===== config.mk =====
export PLATFORM = sky130hd
export DESIGN_NAME = rfc_flags_ctrl_irq
export DESIGN_NICKNAME = d
export VERILOG_FILES = /design/src/verilog/rfc_pkg.sv /design/src/verilog/rfc_flags_ctrl_irq.sv /design/src/verilog/rfc_release_timer.sv
export SDC_FILE = /design/constraint.sdc
export NUM_CORES = 1
export LEC_CHECK = 0
export ABC_AREA = 0
export BUFFER_PORTS_ARGS = -buffer_cell sky130_fd_sc_hd__buf_4
export CAP_MARGIN = 5
export CORE_UTILIZATION = 48
export DETAILED_ROUTE_END_ITERATION = 10
export PLACE_DENSITY = 0.76
export SLEW_MARGIN = 10
export SYNTH_ARGS = -nofsm -noshare
export SYNTH_HDL_FRONTEND = slang
export SYNTH_SLANG_ARGS = --single-unit
export TNS_END_PERCENT = 10

===== constraint.sdc =====
create_clock -name clk_sys -period 2.9 [get_ports clk_sys]
set_clock_uncertainty 0.1 [all_clocks]
set_input_delay 0.87 -clock clk_sys [delete_from_list [all_inputs] [get_ports clk_sys]]
set_output_delay 0.87 -clock clk_sys [all_outputs]
set_load 0.05 [all_outputs]

===== src/verilog/rfc_pkg.sv =====
// Shared constants and carrier types for the RTC flag, control and interrupt block
package rfc_pkg;

	// ----------------------------------------
	// Register indexes (byte address is four times the index)
	// ----------------------------------------
	localparam logic [7:0] IDX_EXT   = 8'h0D;
	localparam logic [7:0] IDX_FLAGS = 8'h0E;
	localparam logic [7:0] IDX_CTRL  = 8'h0F;

	// ----------------------------------------
	// Field positions
	// ----------------------------------------
	localparam int unsigned EXT_UPDATE_SOURCE_SELECT  = 5;
	localparam int unsigned EXT_RUN   = 4;
	localparam int unsigned EXT_CLOCK_OUT  = 2;
	localparam int unsigned EXT_TSEL  = 0;
	localparam int unsigned FLG_TICK  = 5;
	localparam int unsigned FLG_CD    = 4;
	localparam int unsigned FLG_ALM   = 3;
	localparam int unsigned FLG_EXT   = 2;
	localparam int unsigned FLG_LOSS  = 1;
	localparam int unsigned FLG_HALT  = 0;
	localparam int unsigned CTL_CSEL  = 6;
	localparam int unsigned CTL_TICKE = 5;
	localparam int unsigned CTL_CDE   = 4;
	localparam int unsigned CTL_ALME  = 3;
	localparam int unsigned CTL_EXTE  = 2;
	localparam int unsigned CTL_RST   = 0;

	// ----------------------------------------
	// Reset values and writable masks
	// ----------------------------------------
	localparam logic [7:0] EXT_RESET   = 8'h00;
	localparam logic [7:0] FLAGS_RESET = 8'h03;
	localparam logic [7:0] CTRL_RESET  = 8'h40;
	localparam logic [7:0] EXT_WMASK   = 8'h3F;
	localparam logic [7:0] FLAGS_WMASK = 8'h3F;
	localparam logic [7:0] CTRL_WMASK  = 8'hFD;
	localparam logic [2:0] HSIZE_WORD  = 3'h2;

	// ----------------------------------------
	// Timing
	// ----------------------------------------
	localparam int unsigned CLK_PERIOD_NS = 50;
	localparam int unsigned RTN_SEC_US    = 500000;
	localparam int unsigned RTN_MIN_US    = 7813;
	localparam int unsigned RTN_CD_US     = 7800;
	localparam int unsigned RTN_SEC_CYC   = RTN_SEC_US * 1000 / CLK_PERIOD_NS;
	localparam int unsigned RTN_MIN_CYC   = RTN_MIN_US * 1000 / CLK_PERIOD_NS;
	localparam int unsigned RTN_CD_CYC    = RTN_CD_US * 1000 / CLK_PERIOD_NS;
	localparam int unsigned TIMER_W       = 24;

	// ----------------------------------------
	// Carriers
	// ----------------------------------------
	typedef struct packed {
		logic secTick;
		logic minTick;
		logic tick4096;
		logic tick64;
		logic cdExpire;
		logic alarmMatch;
		logic extEvent;
		logic dataLoss;
		logic compHalt;
	} rfc_evt_t;

	typedef struct packed {
		logic clk32k;
		logic clk1k;
		logic clk1hz;
	} rfc_osc_t;

	typedef struct packed {
		logic       updateEvent;
		logic       countdownRun;
		logic       countdownLoad;
		logic       countdownTick;
		logic [1:0] compIntervalSel;
		logic       clockStop;
		logic       subSecClear;
	} rfc_cfg_t;

endpackage


===== src/verilog/rfc_flags_ctrl_irq.sv =====
// RTC flag, control and shared interrupt logic with an AHB-Lite register slave
// Function
// - Update event each second, or each minute when selected; release time per selection.
// - Writing run 1 starts countdown from preset; 0 stops it.
// - Rate field picks clock out: 32768, 1024, 1, 32768 Hz.
// - Tick field picks countdown source: 4096 Hz, 64 Hz, second, minute.
// - Update event sets tick flag; held until host writes 0.
// - Countdown event sets countdown flag; held until host writes 0.
// - Alarm match sets alarm flag; held until host writes 0.
// - External event sets event flag; held until host writes 0.
// - Data loss flag sticky, 1 after power-up, writing 1 ignored.
// - Compensation halt flag sticky, 1 after power-up, writing 1 ignored.
// - Flag bits 7:6 and control bit 1 are read-only zero.
// - Interval field picks compensation interval 0.5, 2, 10, 30 s.
// - Tick enable gates tick flag rise onto interrupt; clearing releases.
// - Update interrupt releases automatically after its return time.
// - Countdown interrupt asserts when enabled, auto-releases within 7.8 ms.
// - Alarm interrupt held low until alarm flag is cleared.
// - Interrupt pin is the OR of all enabled sources.
// - Clock reset bit clears sub-second stages, stops clock until select low.
//
// The AHB-Lite register port was decided locally.
`timescale 1ns/1ps
module rfc_flags_ctrl_irq #(
	parameter int unsigned SEC_RTN_CYC = rfc_pkg::RTN_SEC_CYC,
	parameter int unsigned MIN_RTN_CYC = rfc_pkg::RTN_MIN_CYC,
	parameter int unsigned CD_RTN_CYC  = rfc_pkg::RTN_CD_CYC
) (
	input  wire logic             clk_sys,
	input  wire logic             arst_n,
	input  wire logic             hsel,
	input  wire logic [31:0]      haddr,
	input  wire logic [1:0]       htrans,
	input  wire logic             hwrite,
	input  wire logic [2:0]       hsize,
	input  wire logic [31:0]      hwdata,
	input  wire logic             hready,
	output logic [31:0]           hrdata,
	output logic                  hreadyout,
	output logic                  hresp,
	input  wire rfc_pkg::rfc_evt_t evtIn,
	input  wire rfc_pkg::rfc_osc_t oscIn,
	input  wire logic             chipSelectIn,
	output rfc_pkg::rfc_cfg_t     cfgOut,
	output logic                  clockOut,
	output logic                  irqNOut,
	output logic                  irqNOutOeN
);

	// ----------------------------------------
	// Helpers
	// ----------------------------------------
	function automatic logic regHit(input logic [31:0] addr, input logic [7:0] idx);
		regHit = (addr == {22'h0, idx, 2'b00});
	endfunction

	function automatic logic pick4(input logic [1:0] sel, input logic [3:0] src);
		pick4 = src[sel];
	endfunction

	// ----------------------------------------
	// Pin synchronisers
	// ----------------------------------------
	// Order: chip select, 32768, 1024, 1 Hz
	logic [3:0] pinRaw;
	logic [3:0] sync1_reg, sync2_reg, sync3_reg, pinF_reg;
	logic [3:0] pinF_next;

	assign pinRaw = {chipSelectIn, oscIn.clk32k, oscIn.clk1k, oscIn.clk1hz};

	// A level moves only once the last two stages agree
	always_comb begin
		for (int i = 0; i < 4; i++) begin
			pinF_next[i] = (sync2_reg[i] == sync3_reg[i]) ? sync3_reg[i] : pinF_reg[i];
		end
	end

	always_ff @(posedge clk_sys or negedge arst_n) begin
		if (!arst_n) begin
			sync1_reg <= 4'h8;
			sync2_reg <= 4'h8;
			sync3_reg <= 4'h8;
			pinF_reg  <= 4'h8;
		end else begin
			sync1_reg <= pinRaw;
			sync2_reg <= sync1_reg;
			sync3_reg <= sync2_reg;
			pinF_reg  <= pinF_next;
		end
	end

	// ----------------------------------------
	// Bus address phase
	// ----------------------------------------
	logic        addrPhase;
	logic [2:0]  wrSel_reg, wrSel_next;
	logic [31:0] hrdata_reg, hrdata_next;
	logic [7:0]  ext_reg, ext_next, flags_reg, flags_next, ctrl_reg, ctrl_next;
	logic        wrExt, wrFlags, wrCtrl;

	assign addrPhase = hsel & htrans[1] & hready;
	assign wrExt     = wrSel_reg[2];
	assign wrFlags   = wrSel_reg[1];
	assign wrCtrl    = wrSel_reg[0];

	// Read data built from next values so a write just ahead is seen
	always_comb begin
		wrSel_next  = 3'b000;
		hrdata_next = hrdata_reg;
		if (addrPhase && hwrite && hsize == rfc_pkg::HSIZE_WORD) begin
			wrSel_next = {regHit(haddr, rfc_pkg::IDX_EXT), regHit(haddr, rfc_pkg::IDX_FLAGS),
				regHit(haddr, rfc_pkg::IDX_CTRL)};
		end
		if (addrPhase && !hwrite) begin
			hrdata_next = 32'h0000_0000;
			if (regHit(haddr, rfc_pkg::IDX_EXT)) begin
				hrdata_next = {24'h00_0000, ext_next};
			end
			if (regHit(haddr, rfc_pkg::IDX_FLAGS)) begin
				hrdata_next = {24'h00_0000, flags_next};
			end
			if (regHit(haddr, rfc_pkg::IDX_CTRL)) begin
				hrdata_next = {24'h00_0000, ctrl_next};
			end
		end
	end

	assign hrdata    = hrdata_reg;
	assign hreadyout = 1'b1;
	assign hresp     = 1'b0;

	// ----------------------------------------
	// Registers
	// ----------------------------------------
	logic updateEvt, tickRise, cdRise;
	logic useMin;
	logic [7:0] setVec;

	assign useMin    = ext_reg[rfc_pkg::EXT_UPDATE_SOURCE_SELECT];
	assign updateEvt = useMin ? evtIn.minTick : evtIn.secTick;
	assign tickRise  = updateEvt & ~flags_reg[rfc_pkg::FLG_TICK];
	assign cdRise    = evtIn.cdExpire & ~flags_reg[rfc_pkg::FLG_CD];
	assign setVec    = {2'b00, updateEvt, evtIn.cdExpire, evtIn.alarmMatch, evtIn.extEvent,
		evtIn.dataLoss, evtIn.compHalt};

	always_comb begin
		ext_next   = ext_reg;
		flags_next = flags_reg;
		ctrl_next  = ctrl_reg;
		if (wrExt) begin
			ext_next = hwdata[7:0] & rfc_pkg::EXT_WMASK;
		end
		// Writing 1 keeps a flag, writing 0 clears it
		if (wrFlags) begin
			flags_next = flags_reg & hwdata[7:0];
		end
		// Set after clear so an event in the clearing cycle survives
		flags_next = (flags_next | setVec) & rfc_pkg::FLAGS_WMASK;
		if (!pinF_reg[3]) begin
			ctrl_next[rfc_pkg::CTL_RST] = 1'b0;
		end
		if (wrCtrl) begin
			ctrl_next = hwdata[7:0] & rfc_pkg::CTRL_WMASK;
		end
	end

	always_ff @(posedge clk_sys or negedge arst_n) begin
		if (!arst_n) begin
			wrSel_reg  <= 3'b000;
			hrdata_reg <= 32'h0000_0000;
			ext_reg    <= rfc_pkg::EXT_RESET;
			flags_reg  <= rfc_pkg::FLAGS_RESET;
			ctrl_reg   <= rfc_pkg::CTRL_RESET;
		end else begin
			wrSel_reg  <= wrSel_next;
			hrdata_reg <= hrdata_next;
			ext_reg    <= ext_next;
			flags_reg  <= flags_next;
			ctrl_reg   <= ctrl_next;
		end
	end

	// ----------------------------------------
	// Outputs to the rest of the device
	// ----------------------------------------
	rfc_pkg::rfc_cfg_t cfg_reg, cfg_next;
	logic clockOut_reg, clockOut_next;
	logic runNow;

	assign runNow = ext_reg[rfc_pkg::EXT_RUN];

	always_comb begin
		cfg_next.updateEvent     = updateEvt;
		cfg_next.countdownRun    = runNow;
		cfg_next.countdownLoad   = wrExt & hwdata[rfc_pkg::EXT_RUN] & ~runNow;
		cfg_next.countdownTick   = runNow & pick4(ext_reg[rfc_pkg::EXT_TSEL +: 2],
			{evtIn.minTick, evtIn.secTick, evtIn.tick64, evtIn.tick4096});
		cfg_next.compIntervalSel = ctrl_reg[rfc_pkg::CTL_CSEL +: 2];
		cfg_next.clockStop       = ctrl_reg[rfc_pkg::CTL_RST];
		cfg_next.subSecClear     = wrCtrl & hwdata[rfc_pkg::CTL_RST];
		clockOut_next = pick4(ext_reg[rfc_pkg::EXT_CLOCK_OUT +: 2],
			{pinF_reg[2], pinF_reg[0], pinF_reg[1], pinF_reg[2]});
	end

	// ----------------------------------------
	// Shared interrupt
	// ----------------------------------------
	logic tickEn, cdEn, almEn, extEn;
	logic tickAct, cdAct, irqAssert;
	logic irqOeN_reg, irqOeN_next;
	logic [rfc_pkg::TIMER_W-1:0] tickLimit;

	assign tickEn    = ctrl_reg[rfc_pkg::CTL_TICKE];
	assign cdEn      = ctrl_reg[rfc_pkg::CTL_CDE];
	assign almEn     = ctrl_reg[rfc_pkg::CTL_ALME];
	assign extEn     = ctrl_reg[rfc_pkg::CTL_EXTE];
	assign tickLimit = useMin ? rfc_pkg::TIMER_W'(MIN_RTN_CYC) : rfc_pkg::TIMER_W'(SEC_RTN_CYC);

	// Timer restarts on every new rise, so two rises stretch the low level
	rfc_release_timer tickTimer (
		.clk_sys (clk_sys),
		.arst_n  (arst_n),
		.start   (tickRise & tickEn),
		.cancel  (~tickEn),
		.limit   (tickLimit),
		.active  (tickAct)
	);

	rfc_release_timer cdTimer (
		.clk_sys (clk_sys),
		.arst_n  (arst_n),
		.start   (cdRise & cdEn),
		.cancel  (~cdEn),
		.limit   (rfc_pkg::TIMER_W'(CD_RTN_CYC)),
		.active  (cdAct)
	);

	assign irqAssert = tickAct | cdAct | (almEn & flags_reg[rfc_pkg::FLG_ALM])
		| (extEn & flags_reg[rfc_pkg::FLG_EXT]);
	assign irqOeN_next = ~irqAssert;

	always_ff @(posedge clk_sys or negedge arst_n) begin
		if (!arst_n) begin
			cfg_reg      <= '0;
			clockOut_reg <= 1'b0;
			irqOeN_reg   <= 1'b1;
		end else begin
			cfg_reg      <= cfg_next;
			clockOut_reg <= clockOut_next;
			irqOeN_reg   <= irqOeN_next;
		end
	end

	assign cfgOut     = cfg_reg;
	assign clockOut   = clockOut_reg;
	assign irqNOut    = 1'b0;
	assign irqNOutOeN = irqOeN_reg;

	logic [rfc_pkg::TIMER_W:0] cdLen_reg;
	always_ff @(posedge clk_sys or negedge arst_n) begin
		if (!arst_n) begin
			cdLen_reg <= '0;
		end else begin
			cdLen_reg <= cdAct ? cdLen_reg + 1'b1 : '0;
		end
	end
endmodule


===== src/verilog/rfc_release_timer.sv =====
// Down counter that holds an interrupt source active for a set number of cycles
`timescale 1ns/1ps
module rfc_release_timer (
	input  wire logic                        clk_sys,
	input  wire logic                        arst_n,
	input  wire logic                        start,
	input  wire logic                        cancel,
	input  wire logic [rfc_pkg::TIMER_W-1:0] limit,
	output logic                             active
);

	logic [rfc_pkg::TIMER_W-1:0] cnt_reg;
	logic [rfc_pkg::TIMER_W-1:0] cnt_next;

	// Cancel beats start so a disabled source never asserts
	always_comb begin
		cnt_next = cnt_reg;
		if (cancel) begin
			cnt_next = '0;
		end else if (start) begin
			cnt_next = limit;
		end else if (cnt_reg != '0) begin
			cnt_next = cnt_reg - 1'b1;
		end
	end

	always_ff @(posedge clk_sys or negedge arst_n) begin
		if (!arst_n) begin
			cnt_reg <= '0;
		end else begin
			cnt_reg <= cnt_next;
		end
	end

	assign active = (cnt_reg != '0);

endmodule


==> results of run 1 <==
## cell families after synthesis
kind of cell | share of synthesized area [%]
adder cells (fa/ha/maj) | 1.74
other | 0.145
AO/OA/AOI/OAI | 11.8
multiplexers | 4.75
AND/OR/NAND/NOR | 19.9
XOR/XNOR | 3.38
flip-flops | 51.8
buffers and inverters | 6.44
## per-layer routing
| layer | up-vias | part of all wire (%) | track usage (%) |
|---|---|---|---|
| met2 | 164 | 50 | 37.0 |
| met1 | 2015 | 42 | 26.4 |
| li1 | 1933 | - | - |
| met5 | - | 0 | 0 |
| met3 | 23 | 5.5 | 3.25 |
| met4 | 0 | 2.0 | 8.83 |
## per-stage QoR
stage          std cells  hold WS, ps  instance area [um^2]
4_1_cts              734          263                  6140
6_report             734          260                  6140
3_5_place_dp         718          237                  5940
5_1_grt              734          266                  6140
3_3_place_gp         718          236                  5940
2_1_floorplan        524          231                  5280
## report_power, final
part	switching, uW	internal [uW]	leakage, uW
Clock	567	338	0.000101
Sequential	8.44	1510	0.00140
Combinational	149	76.3	0.00139
## cells in the mapped netlist, drive strengths merged (9+ instances only)
cell type,number
nand3,13
or4,9
xor2,15
inv,12
nor3,17
or3,12
nor4,16
mux2,11
buf,33
o21ai,20
dfrtp,99
a21oi,21
mux2i,10
nor2,41
nand2,36
clkbuf,10
## worst paths after layout
path                                                 start                        endpoint  slack, ps
min in group asynchronous                           arst_n            ext_reg[6]$_DFF_PN0_        340
max in group asynchronous                           arst_n          sync3_reg[3]$_DFF_PN1_       1710
min reg2reg                         sync1_reg[0]$_DFF_PN0_          sync2_reg[0]$_DFF_PN0_        260
min                                 sync1_reg[0]$_DFF_PN0_          sync2_reg[0]$_DFF_PN0_        260
max reg2reg                cdTimer.cnt_reg[14]$_DFFE_PN0P_  cdTimer.cnt_reg[8]$_DFFE_PN0P_        260
max                        cdTimer.cnt_reg[14]$_DFFE_PN0P_  cdTimer.cnt_reg[8]$_DFFE_PN0P_        260
## layout make-up
| cell class | instances | area (um^2) |
|---|---|---|
| fill | 845 | 4280 |
| multi-input combinational | 362 | 2260 |
| sequential | 107 | 2690 |
| clock inverter | 7 | 70.1 |
| timing repair buffer | 101 | 783 |
| clock buffer | 9 | 124 |
| inverter | 12 | 45.0 |
| tap | 136 | 170 |
==> out/results.tsv, run 1 <==
stage	metric	value	unit
synth	ys.flop_type	dfrtp_1	
cts	cts_resized	0	
cts	numCtsBuffers	9	
flow_run	maxCapViolCount	0	
floorplan	die_h	106	um
floorplan	dieArea	11200	um^2
sta	min_period	2640	ps
route	drt_first_iter_violations	288	
critical_path	cpMaxStageDelayCell	or4_4	
synth	synth.top_cell.area_share	47.8	%
cts	hold_buffers	0	
sta	setup-tns-final	0	ps
sta	hold_viol	0	
synth	synth_edf_count	0	
cts	cts_post_setup_buffers_inserted	0	
sta	slew_headroom	51.0	%
grt	grt_max_degree	44	
synth	synth.yosys.seq_area_share	51.8	%
grt	grt_pass1_vias	4009	
synth	yosysTopAreaCell	dfrtp_1	
grt	grt_antenna_before_repair	0	
finish	n_antenna_cell	0	
route	vias_per_cell	5.63	
power_and_ir_drop	power	2650	uW
sta	setup-violations-final	0	
synth	ys_seq_elements	107	
route	drtAntennaViolNets	0	
sta	rsz0062_at_grt	false	
critical_path	path_buf_inv	0	
cts	clkTransAtPathRegs	110	ps
critical_path	crit_arrival	2790	ps
grt	grt-ovfl-total	0	
critical_path	crit_chain	or3_1 > or4_1 > or4_4 > o21ai_0 > a21oi_1	
placed_design	port_buffers	79	
cts	cts_tree	done	
route	drt_pass1_iterations	5	
placed_design	post-dp-hpwl	8.58	mm
power_and_ir_drop	p_leak	0.00290	uW
critical_path	worstSetupPathType	reg -> reg	
floorplan	die_w	106	um
sta	worst_slew_pin_slew	729	ps
critical_path	worstRegToRegCells	5	
synth	synth_cell_types	60	
floorplan	std_cell_rows	37	
sta	min_period_over_period	90.9	%
route	wl_per_cell	15.6	um
synth	synthCells	499	
floorplan	core_area	10400	um^2
critical_path	worst-path-stages	5	
cts	clock_path_buffers	2	
synth	ys_warn_count	0	
worst_hold_path	min_path_cells	0	
sta	layout_setup_ws	265	ps
sta	finalMaxSlewViolations	0	
finish	layout.nets	684	
synth	avgSynthCellArea	10.4	um^2
sta	timing.fmax	379	MHz
critical_path	max_stage_delay	560	ps
synth	syn_area	5190	um^2
critical_path	startpoint_type	flop	
critical_path	worstPathRequired	3050	ps
synth	async_reset_ff_share	100	%
cts	cts-htree-levels	3	
cts	clk_latency	380	ps
route	drcViolationCount	0	
critical_path	crit_family	simple AND/OR/NAND/NOR gates	
grt	grt_use_total	21.3	%
route	wl	11.5	mm
finish	drive_above_1_share	24.9	%
power_and_ir_drop	p_per_area	432	nW/um^2
finish	postLayoutCoreUtil	58.9	%
grt	grt_pass1_wl	18.8	mm
worst_hold_path	hold_path.class	reg -> reg	
floorplan	io_pins	132	
critical_path	worstPathMaxFanout	7	
critical_path	endpoint_kind	flop	
finish	layout_common_cells	99 x dfrtp_1, 99 x buf_4, 41 x nor2_1, 36 x nand2_1, 27 x conb_1	
synth	synth_area_leaders	dfrtp_1 48%, dfstp_2 4.1%, buf_4 3.9%, nor2_1 3.0%, nand2_1 2.6%	
cts	cts_root_buffer	clkbuf_8	
cts	cts_sinks	107	
power_and_ir_drop	vdd_drop_max	0.366	mV
placed_design	place_worst_setup_slack	308	ps
placed_design	gp_congestion	0.898	
outcome	outcome	completed	
finish	area_growth	18.4	%
route	via_count	4135	
floorplan	start_util	49.8	%
Power figures use the tool's default switching activity.
==> run 2, diff against run 1 <==
--- a/config.mk
+++ b/config.mk
@@ -6,11 +6,12 @@
 export NUM_CORES = 1
 export LEC_CHECK = 0
 export ABC_AREA = 0
-export BUFFER_PORTS_ARGS = -buffer_cell sky130_fd_sc_hd__buf_4
 export CAP_MARGIN = 5
-export CORE_UTILIZATION = 48
+export CORE_UTILIZATION = 57
 export DETAILED_ROUTE_END_ITERATION = 10
-export PLACE_DENSITY = 0.76
+export DONT_BUFFER_PORTS = 1
+export PLACE_DENSITY = 0.75
+export REMOVE_ABC_BUFFERS = 1
 export SLEW_MARGIN = 10
 export SYNTH_ARGS = -nofsm -noshare
 export SYNTH_HDL_FRONTEND = slang
==> run 2 against run 1 <==
Effect of this change: die area shrank 16%; worst hold slack lost 190 ps; sequential share of layout area rose by 5.3 points; cell count is 15% lower; combinational power down 53%; critical path type unchanged; largest cell class unchanged.
==> out/results.tsv, run 2 (same netlist as run 1, synthesis figures left out) <==
stage	metric	value	unit	change
cts	cts_tree	done		unchanged
floorplan	core_area	8760	um^2	was 10,400 um^2
sta	setup-tns-final	0	ps	unchanged
critical_path	startpoint_type	flop		unchanged
floorplan	io_pins	132		unchanged
finish	n_antenna_cell	0		unchanged
power_and_ir_drop	p_leak	0.00249	uW	was 0.00290 uW
route	wl	10.5	mm	was 11.5 mm
grt	grt_pass1_wl	17.6	mm	was 18.8 mm
sta	layout_setup_ws	250	ps	was 265 ps
critical_path	crit_arrival	2790	ps	about the same
route	drtAntennaViolNets	0		unchanged
grt	grt_max_degree	108		was 44
cts	clk_latency	370	ps	was 380 ps
sta	slew_headroom	56.0	%	was 51.0%
outcome	outcome	completed		unchanged
floorplan	dieArea	9480	um^2	was 11,200 um^2
critical_path	worstSetupPathType	reg -> reg		unchanged
finish	final_cell_area	5480	um^2	was 6140 um^2
sta	rsz0062_at_grt	false		unchanged
cts	cts_root_buffer	clkbuf_8		unchanged
finish	layout_common_cells	99 x dfrtp_1, 41 x nor2_1, 36 x nand2_1, 27 x conb_1, 21 x a21oi_1		was 99 x dfrtp_1, 99 x buf_4, 41 x nor2_1, 36 x nand2_1, 27 x conb_1
finish	fillCellCount	715		was 845
route	via_count	3792		was 4,135
cts	cts-htree-levels	3		unchanged
critical_path	endpoint_kind	flop		unchanged
sta	finalMaxSlewViolations	0		unchanged
cts	cts_post_setup_buffers_inserted	0		unchanged
route	drcViolationCount	0		unchanged
placed_design	dpl_cell_area	5280	um^2	was 5940 um^2
cts	hold_buffers	0		unchanged
power_and_ir_drop	vdd_drop_max	0.338	mV	was 0.366 mV
critical_path	worstPathRequired	3040	ps	was 3050 ps
grt	grt-ovfl-total	0		unchanged
finish	drive_above_1_share	13.2	%	was 24.9%
critical_path	worstPathMaxFanout	5		was 7
cts	numCtsBuffers	9		unchanged
route	vias_per_cell	6.07		was 5.63
floorplan	start_util	59.2	%	was 49.8%
route	drt_pass1_iterations	4		was 5
placed_design	post-dp-hpwl	7.42	mm	was 8.58 mm
cts	cts_resized	0		unchanged
cts	clkTransAtPathRegs	110	ps	about the same
sta	worst_slew_pin_slew	656	ps	was 729 ps
floorplan	die_w	97.4	um	was 106 um
sta	min_period	2650	ps	was 2640 ps
cts	clock_path_buffers	2		unchanged
grt	grt_antenna_before_repair	0		unchanged
sta	min_period_over_period	91.4	%	was 90.9%
sta	timing.fmax	377	MHz	was 379 MHz
placed_design	port_buffers	0		was 79
worst_hold_path	hold_path.class	in -> async		was reg -> reg
placed_design	gp_congestion	0.839		was 0.898
flow_run	maxCapViolCount	0		unchanged
floorplan	die_h	97.4	um	was 106 um
finish	layout.nets	603		was 684
route	drt_first_iter_violations	158		was 288
finish	final_common_cell	dfrtp_1		
placed_design	place_worst_setup_slack	290	ps	was 308 ps
sta	setup-violations-final	0		unchanged
power_and_ir_drop	p_per_area	467	nW/um^2	was 432 nW/um^2
sta	hold_viol	0		unchanged
grt	grt_pass1_vias	3728		was 4,009
floorplan	std_cell_rows	34		was 37
route	wl_per_cell	16.8	um	was 15.6 um
cts	cts_sinks	107		unchanged
finish	area_growth	5.65	%	was 18.4%
grt	grt_use_total	23.2	%	was 21.3%
==> run 2: cell count changes in the layout (fill, tap and decap cells not counted) <==
cell / change
clkinv_4: -1
clkbuf_8: +1
clkinv_2: -1
buf_12: -2
inv_6: +1
buf_4: -79
==> run 2: critical path, stage by stage, from the launching register on <==
cell,delay (ps)
dfrtp_1,440
or3_1,420
or4_1,550
or4_4,550
o21ai_0,370
a21oi_1,80
==> run 2: per-stage QoR <==
stage,cells,util (%),total power (uW),hold slack (ps)
2_1_floorplan,481,-,1650,231
3_3_place_gp,609,60.2,1660,235
3_5_place_dp,609,60.2,1660,236
4_1_cts,625,62.5,2570,62.4
5_1_grt,625,62.5,2630,49.8
6_report,625,62.5,2560,73.5
==> run 2: final cells by class <==
| class | count | area, um^2 | area share, % |
|---|---|---|---|
| flip-flops and latches | 107 | 2690 | 49.1 |
| clock buffers | 10 | 138 | 2.51 |
| clock inverters | 6 | 65.1 | 1.19 |
| inverters | 12 | 45.0 | 0.822 |
| well taps | 108 | 135 | 2.47 |
| multi-input cells | 362 | 2260 | 41.2 |
| repair buffers | 20 | 150 | 2.74 |
==> run 2: power breakdown <==
| part | leakage, uW | internal, uW | switching, uW |
|---|---|---|---|
| Sequential | 0.00140 | 1510 | 18.6 |
| Combinational | 0.000988 | 14.9 | 89.6 |
| Clock | 0.000104 | 365 | 560 |
==> run 2: metal layers <==
metal | up-vias | global-route usage [%] | wire length, um | share of wire [%]
li1 | 1784 | - | - | -
met1 | 1845 | 28.9 | 4360 | 42
met5 | - | 0 | 0 | 0
met4 | 0 | 8.82 | 180 | 1.7
met2 | 147 | 39.3 | 5240 | 50
met3 | 16 | 5.18 | 692 | 6.6
==> run 2: path summary, 6_finish.rpt <==
| check | to | depth (start not counted) | from | slack (ps) |
|---|---|---|---|---|
| setup / recovery | cdTimer.cnt_reg[8]$_DFFE_PN0P_ | 5 | cdTimer.cnt_reg[16]$_DFFE_PN0P_ | 250 |
| hold / removal | tickTimer.cnt_reg[4]$_DFFE_PN0P_ | 0 | arst_n | 70 |
| setup reg to reg | cdTimer.cnt_reg[8]$_DFFE_PN0P_ | 5 | cdTimer.cnt_reg[16]$_DFFE_PN0P_ | 250 |
| hold reg to reg | sync2_reg[2]$_DFF_PN0_ | 0 | sync1_reg[2]$_DFF_PN0_ | 260 |
| max in group asynchronous | irqNOutOeN$_DFF_PN1_ | 0 | arst_n | 2370 |
| min in group clk_sys | sync2_reg[2]$_DFF_PN0_ | 0 | sync1_reg[2]$_DFF_PN0_ | 260 |
==> run 3, diff against run 2 <==
==> constraint.sdc (replaced) <==
create_clock -name clk_sys -period 2.33 [get_ports clk_sys]
set_clock_uncertainty 0.1 [all_clocks]
set_input_delay 0.699 -clock clk_sys [delete_from_list [all_inputs] [get_ports clk_sys]]
set_output_delay 0.699 -clock clk_sys [all_outputs]
set_load 0.05 [all_outputs]
==> run 3 against run 2 <==
Effect of this change: the flow now finishes with violations (hold timing, setup timing); clock power up 22%; combinational power up 26%; largest cell class unchanged; worst hold slack worse by 170 ps; critical endpoint is now irqNOutOeN$_DFF_PN1_; fmax up 10%; cell area up 5.2%.
==> out/results.tsv, run 3 (same netlist as run 1, synthesis figures left out) <==
stage	metric	value	unit	change
grt	grt_use_total	24.3	%	was 23.2%
sta	whs	-92.3	ps	was 73.5 ps
floorplan	core_area	8760	um^2	unchanged
route	drt_pass1_iterations	4		unchanged
sta	finalMaxSlewViolations	0		unchanged
route	wl	11.1	mm	was 10.5 mm
finish	area_growth	11.1	%	was 5.65%
cts	cts_root_buffer	clkbuf_8		unchanged
placed_design	gp_congestion	0.868		was 0.839
flow_run	maxCapViolCount	0		unchanged
power_and_ir_drop	power	3170	uW	was 2560 uW
finish	final-instance-count-excl-fill	652		was 625
critical_path	worstPathRequired	2510	ps	was 3040 ps
sta	worst_slew_pin_slew	521	ps	was 656 ps
cts	cts_tree	done		unchanged
route	drcViolationCount	0		unchanged
route	wl_per_cell	17.0	um	was 16.8 um
grt	grt_pass1_wl	18.4	mm	was 17.6 mm
critical_path	startpoint_type	flop		unchanged
worst_hold_path	hold_path.class	in -> async		unchanged
finish	drive_above_1_share	20.2	%	was 13.2%
finish	postLayoutCoreUtil	65.8	%	was 62.5%
finish	final_common_cell	dfrtp_1		unchanged
critical_path	endpoint_kind	flop		unchanged
critical_path	worstSetupPathType	reg -> reg		unchanged
critical_path	crit_arrival	2580	ps	was 2790 ps
floorplan	die_h	97.4	um	unchanged
route	drtAntennaViolNets	0		unchanged
power_and_ir_drop	p_leak	0.00265	uW	was 0.00249 uW
route	via_count	3872		was 3,792
floorplan	std_cell_rows	34		unchanged
floorplan	die_w	97.4	um	unchanged
grt	grt_pass1_vias	3881		was 3,728
grt	grt-ovfl-total	0		unchanged
finish	fillCellCount	690		was 715
cts	cts_sinks	107		unchanged
floorplan	start_util	59.2	%	unchanged
finish	multi_input_area	2330	um^2	was 2260 um^2
route	drt_first_iter_violations	200		was 158
outcome	outcome	finished, violations left		was completed
cts	clkTransAtPathRegs	110	ps	about the same
power_and_ir_drop	vdd_drop_max	0.373	mV	was 0.338 mV
grt	grt_antenna_before_repair	0		unchanged
cts	cts-htree-levels	3		unchanged
placed_design	port_buffers	0		unchanged
sta	rsz0062_at_grt	true		was false
sta	setup-violations-final	8		was 0
placed_design	dp_cells	636		was 609
cts	clk_latency	370	ps	about the same
route	vias_per_cell	5.94		was 6.07
finish	layout.nets	630		was 603
grt	grt_max_degree	108		unchanged
outcome	violations	hold timing, setup timing		
finish	layout_common_cells	99 x dfrtp_1, 44 x buf_4, 39 x nor2_1, 35 x nand2_1, 27 x conb_1		was 99 x dfrtp_1, 41 x nor2_1, 36 x nand2_1, 27 x conb_1, 21 x a21oi_1
placed_design	post-dp-hpwl	8.00	mm	was 7.42 mm
sta	min_period	2410	ps	was 2650 ps
cts	cts_post_setup_buffers_inserted	0		unchanged
power_and_ir_drop	p_per_area	550	nW/um^2	was 467 nW/um^2
floorplan	dieArea	9480	um^2	unchanged
finish	n_antenna_cell	0		unchanged
cts	numCtsBuffers	9		unchanged
sta	slew_headroom	65.3	%	was 56.0%
sta	hold_viol	99		was 0
critical_path	worstPathMaxFanout	4		was 5
floorplan	io_pins	132		unchanged
sta	min_period_over_period	103	%	was 91.4%
cts	clock_path_buffers	2		unchanged
finish	seqCellArea	2690	um^2	unchanged
sta	layout_setup_ws	-75.1	ps	was 250 ps
sta	setup-tns-final	-236	ps	was 0 ps
sta	timing.fmax	416	MHz	was 377 MHz
critical_path	worstRegToRegCells	5		unchanged
[run 3: cell count changes in the layout (fill, tap and decap cells not counted), moves of 3 or more]
cell   change
buf_6      +3
buf_4     +24
or4_1      -5
or4_4      +5
[run 3: repair_timing]
action / CTS / global route
setup endpoints to repair: 26 / 21
pin swaps: 8 / 3
gates resized for setup: 13 / 8
endpoints found under the hold margin: 99 / 99
[run 3: final timing paths]
| path | from | endpoint | slack (ps) |
|---|---|---|---|
| max in group asynchronous | arst_n | irqNOutOeN$_DFF_PN1_ | 1940 |
| setup / recovery | tickTimer.cnt_reg[21]$_DFFE_PN0P_ | irqNOutOeN$_DFF_PN1_ | -80 |
| setup reg to reg | tickTimer.cnt_reg[21]$_DFFE_PN0P_ | irqNOutOeN$_DFF_PN1_ | -80 |
| hold / removal | arst_n | tickTimer.cnt_reg[10]$_DFFE_PN0P_ | -90 |
| min in group clk_sys | chipSelectIn | sync1_reg[3]$_DFF_PN1_ | 210 |
| hold reg to reg | sync1_reg[3]$_DFF_PN1_ | sync2_reg[3]$_DFF_PN1_ | 260 |
[run 3: critical path: stages (launching register included)]
cell      delay (ps)
dfrtp_1          390
or4_4            520
or3_4            430
or2_4            250
or4_4            430
a221oi_2         190
[run 3: area by class of cell]
cell class / count / share of cell area (%)
Inverter: 12 / 0.781
Clock inverter: 6 / 1.13
Timing Repair Buffer: 47 / 6.32
Multi-Input combinational cell: 362 / 40.4
Tap cell: 108 / 2.34
Sequential cell: 107 / 46.6
Clock buffer: 10 / 2.39
[run 3: through the flow]
step / hold slack [ps] / instance area [um^2] / setup WS, ps
after floorplan: 231 / 4990 / -374
after detailed placement: 240 / 5480 / -159
after CTS: -106 / 5730 / -77.3
after global routing: -121 / 5760 / -129
after global placement: 233 / 5480 / -144
final: -92.3 / 5760 / -75.1
[run 3: metal layers]
layer	share of wire, %	track usage [%]	vias to the layer above
li1	-	-	1838
met1	42	30.7	1882
met2	51	40.8	140
met3	6.5	5.90	12
met4	1.3	8.94	0
met5	0	0	-
[run 3: report_power, final]
part,total [uW],switching [uW],internal [uW]
Combinational,132,112,20.1
Sequential,1900,22.7,1880
Clock,1130,684,450
Total,3170,819,2350
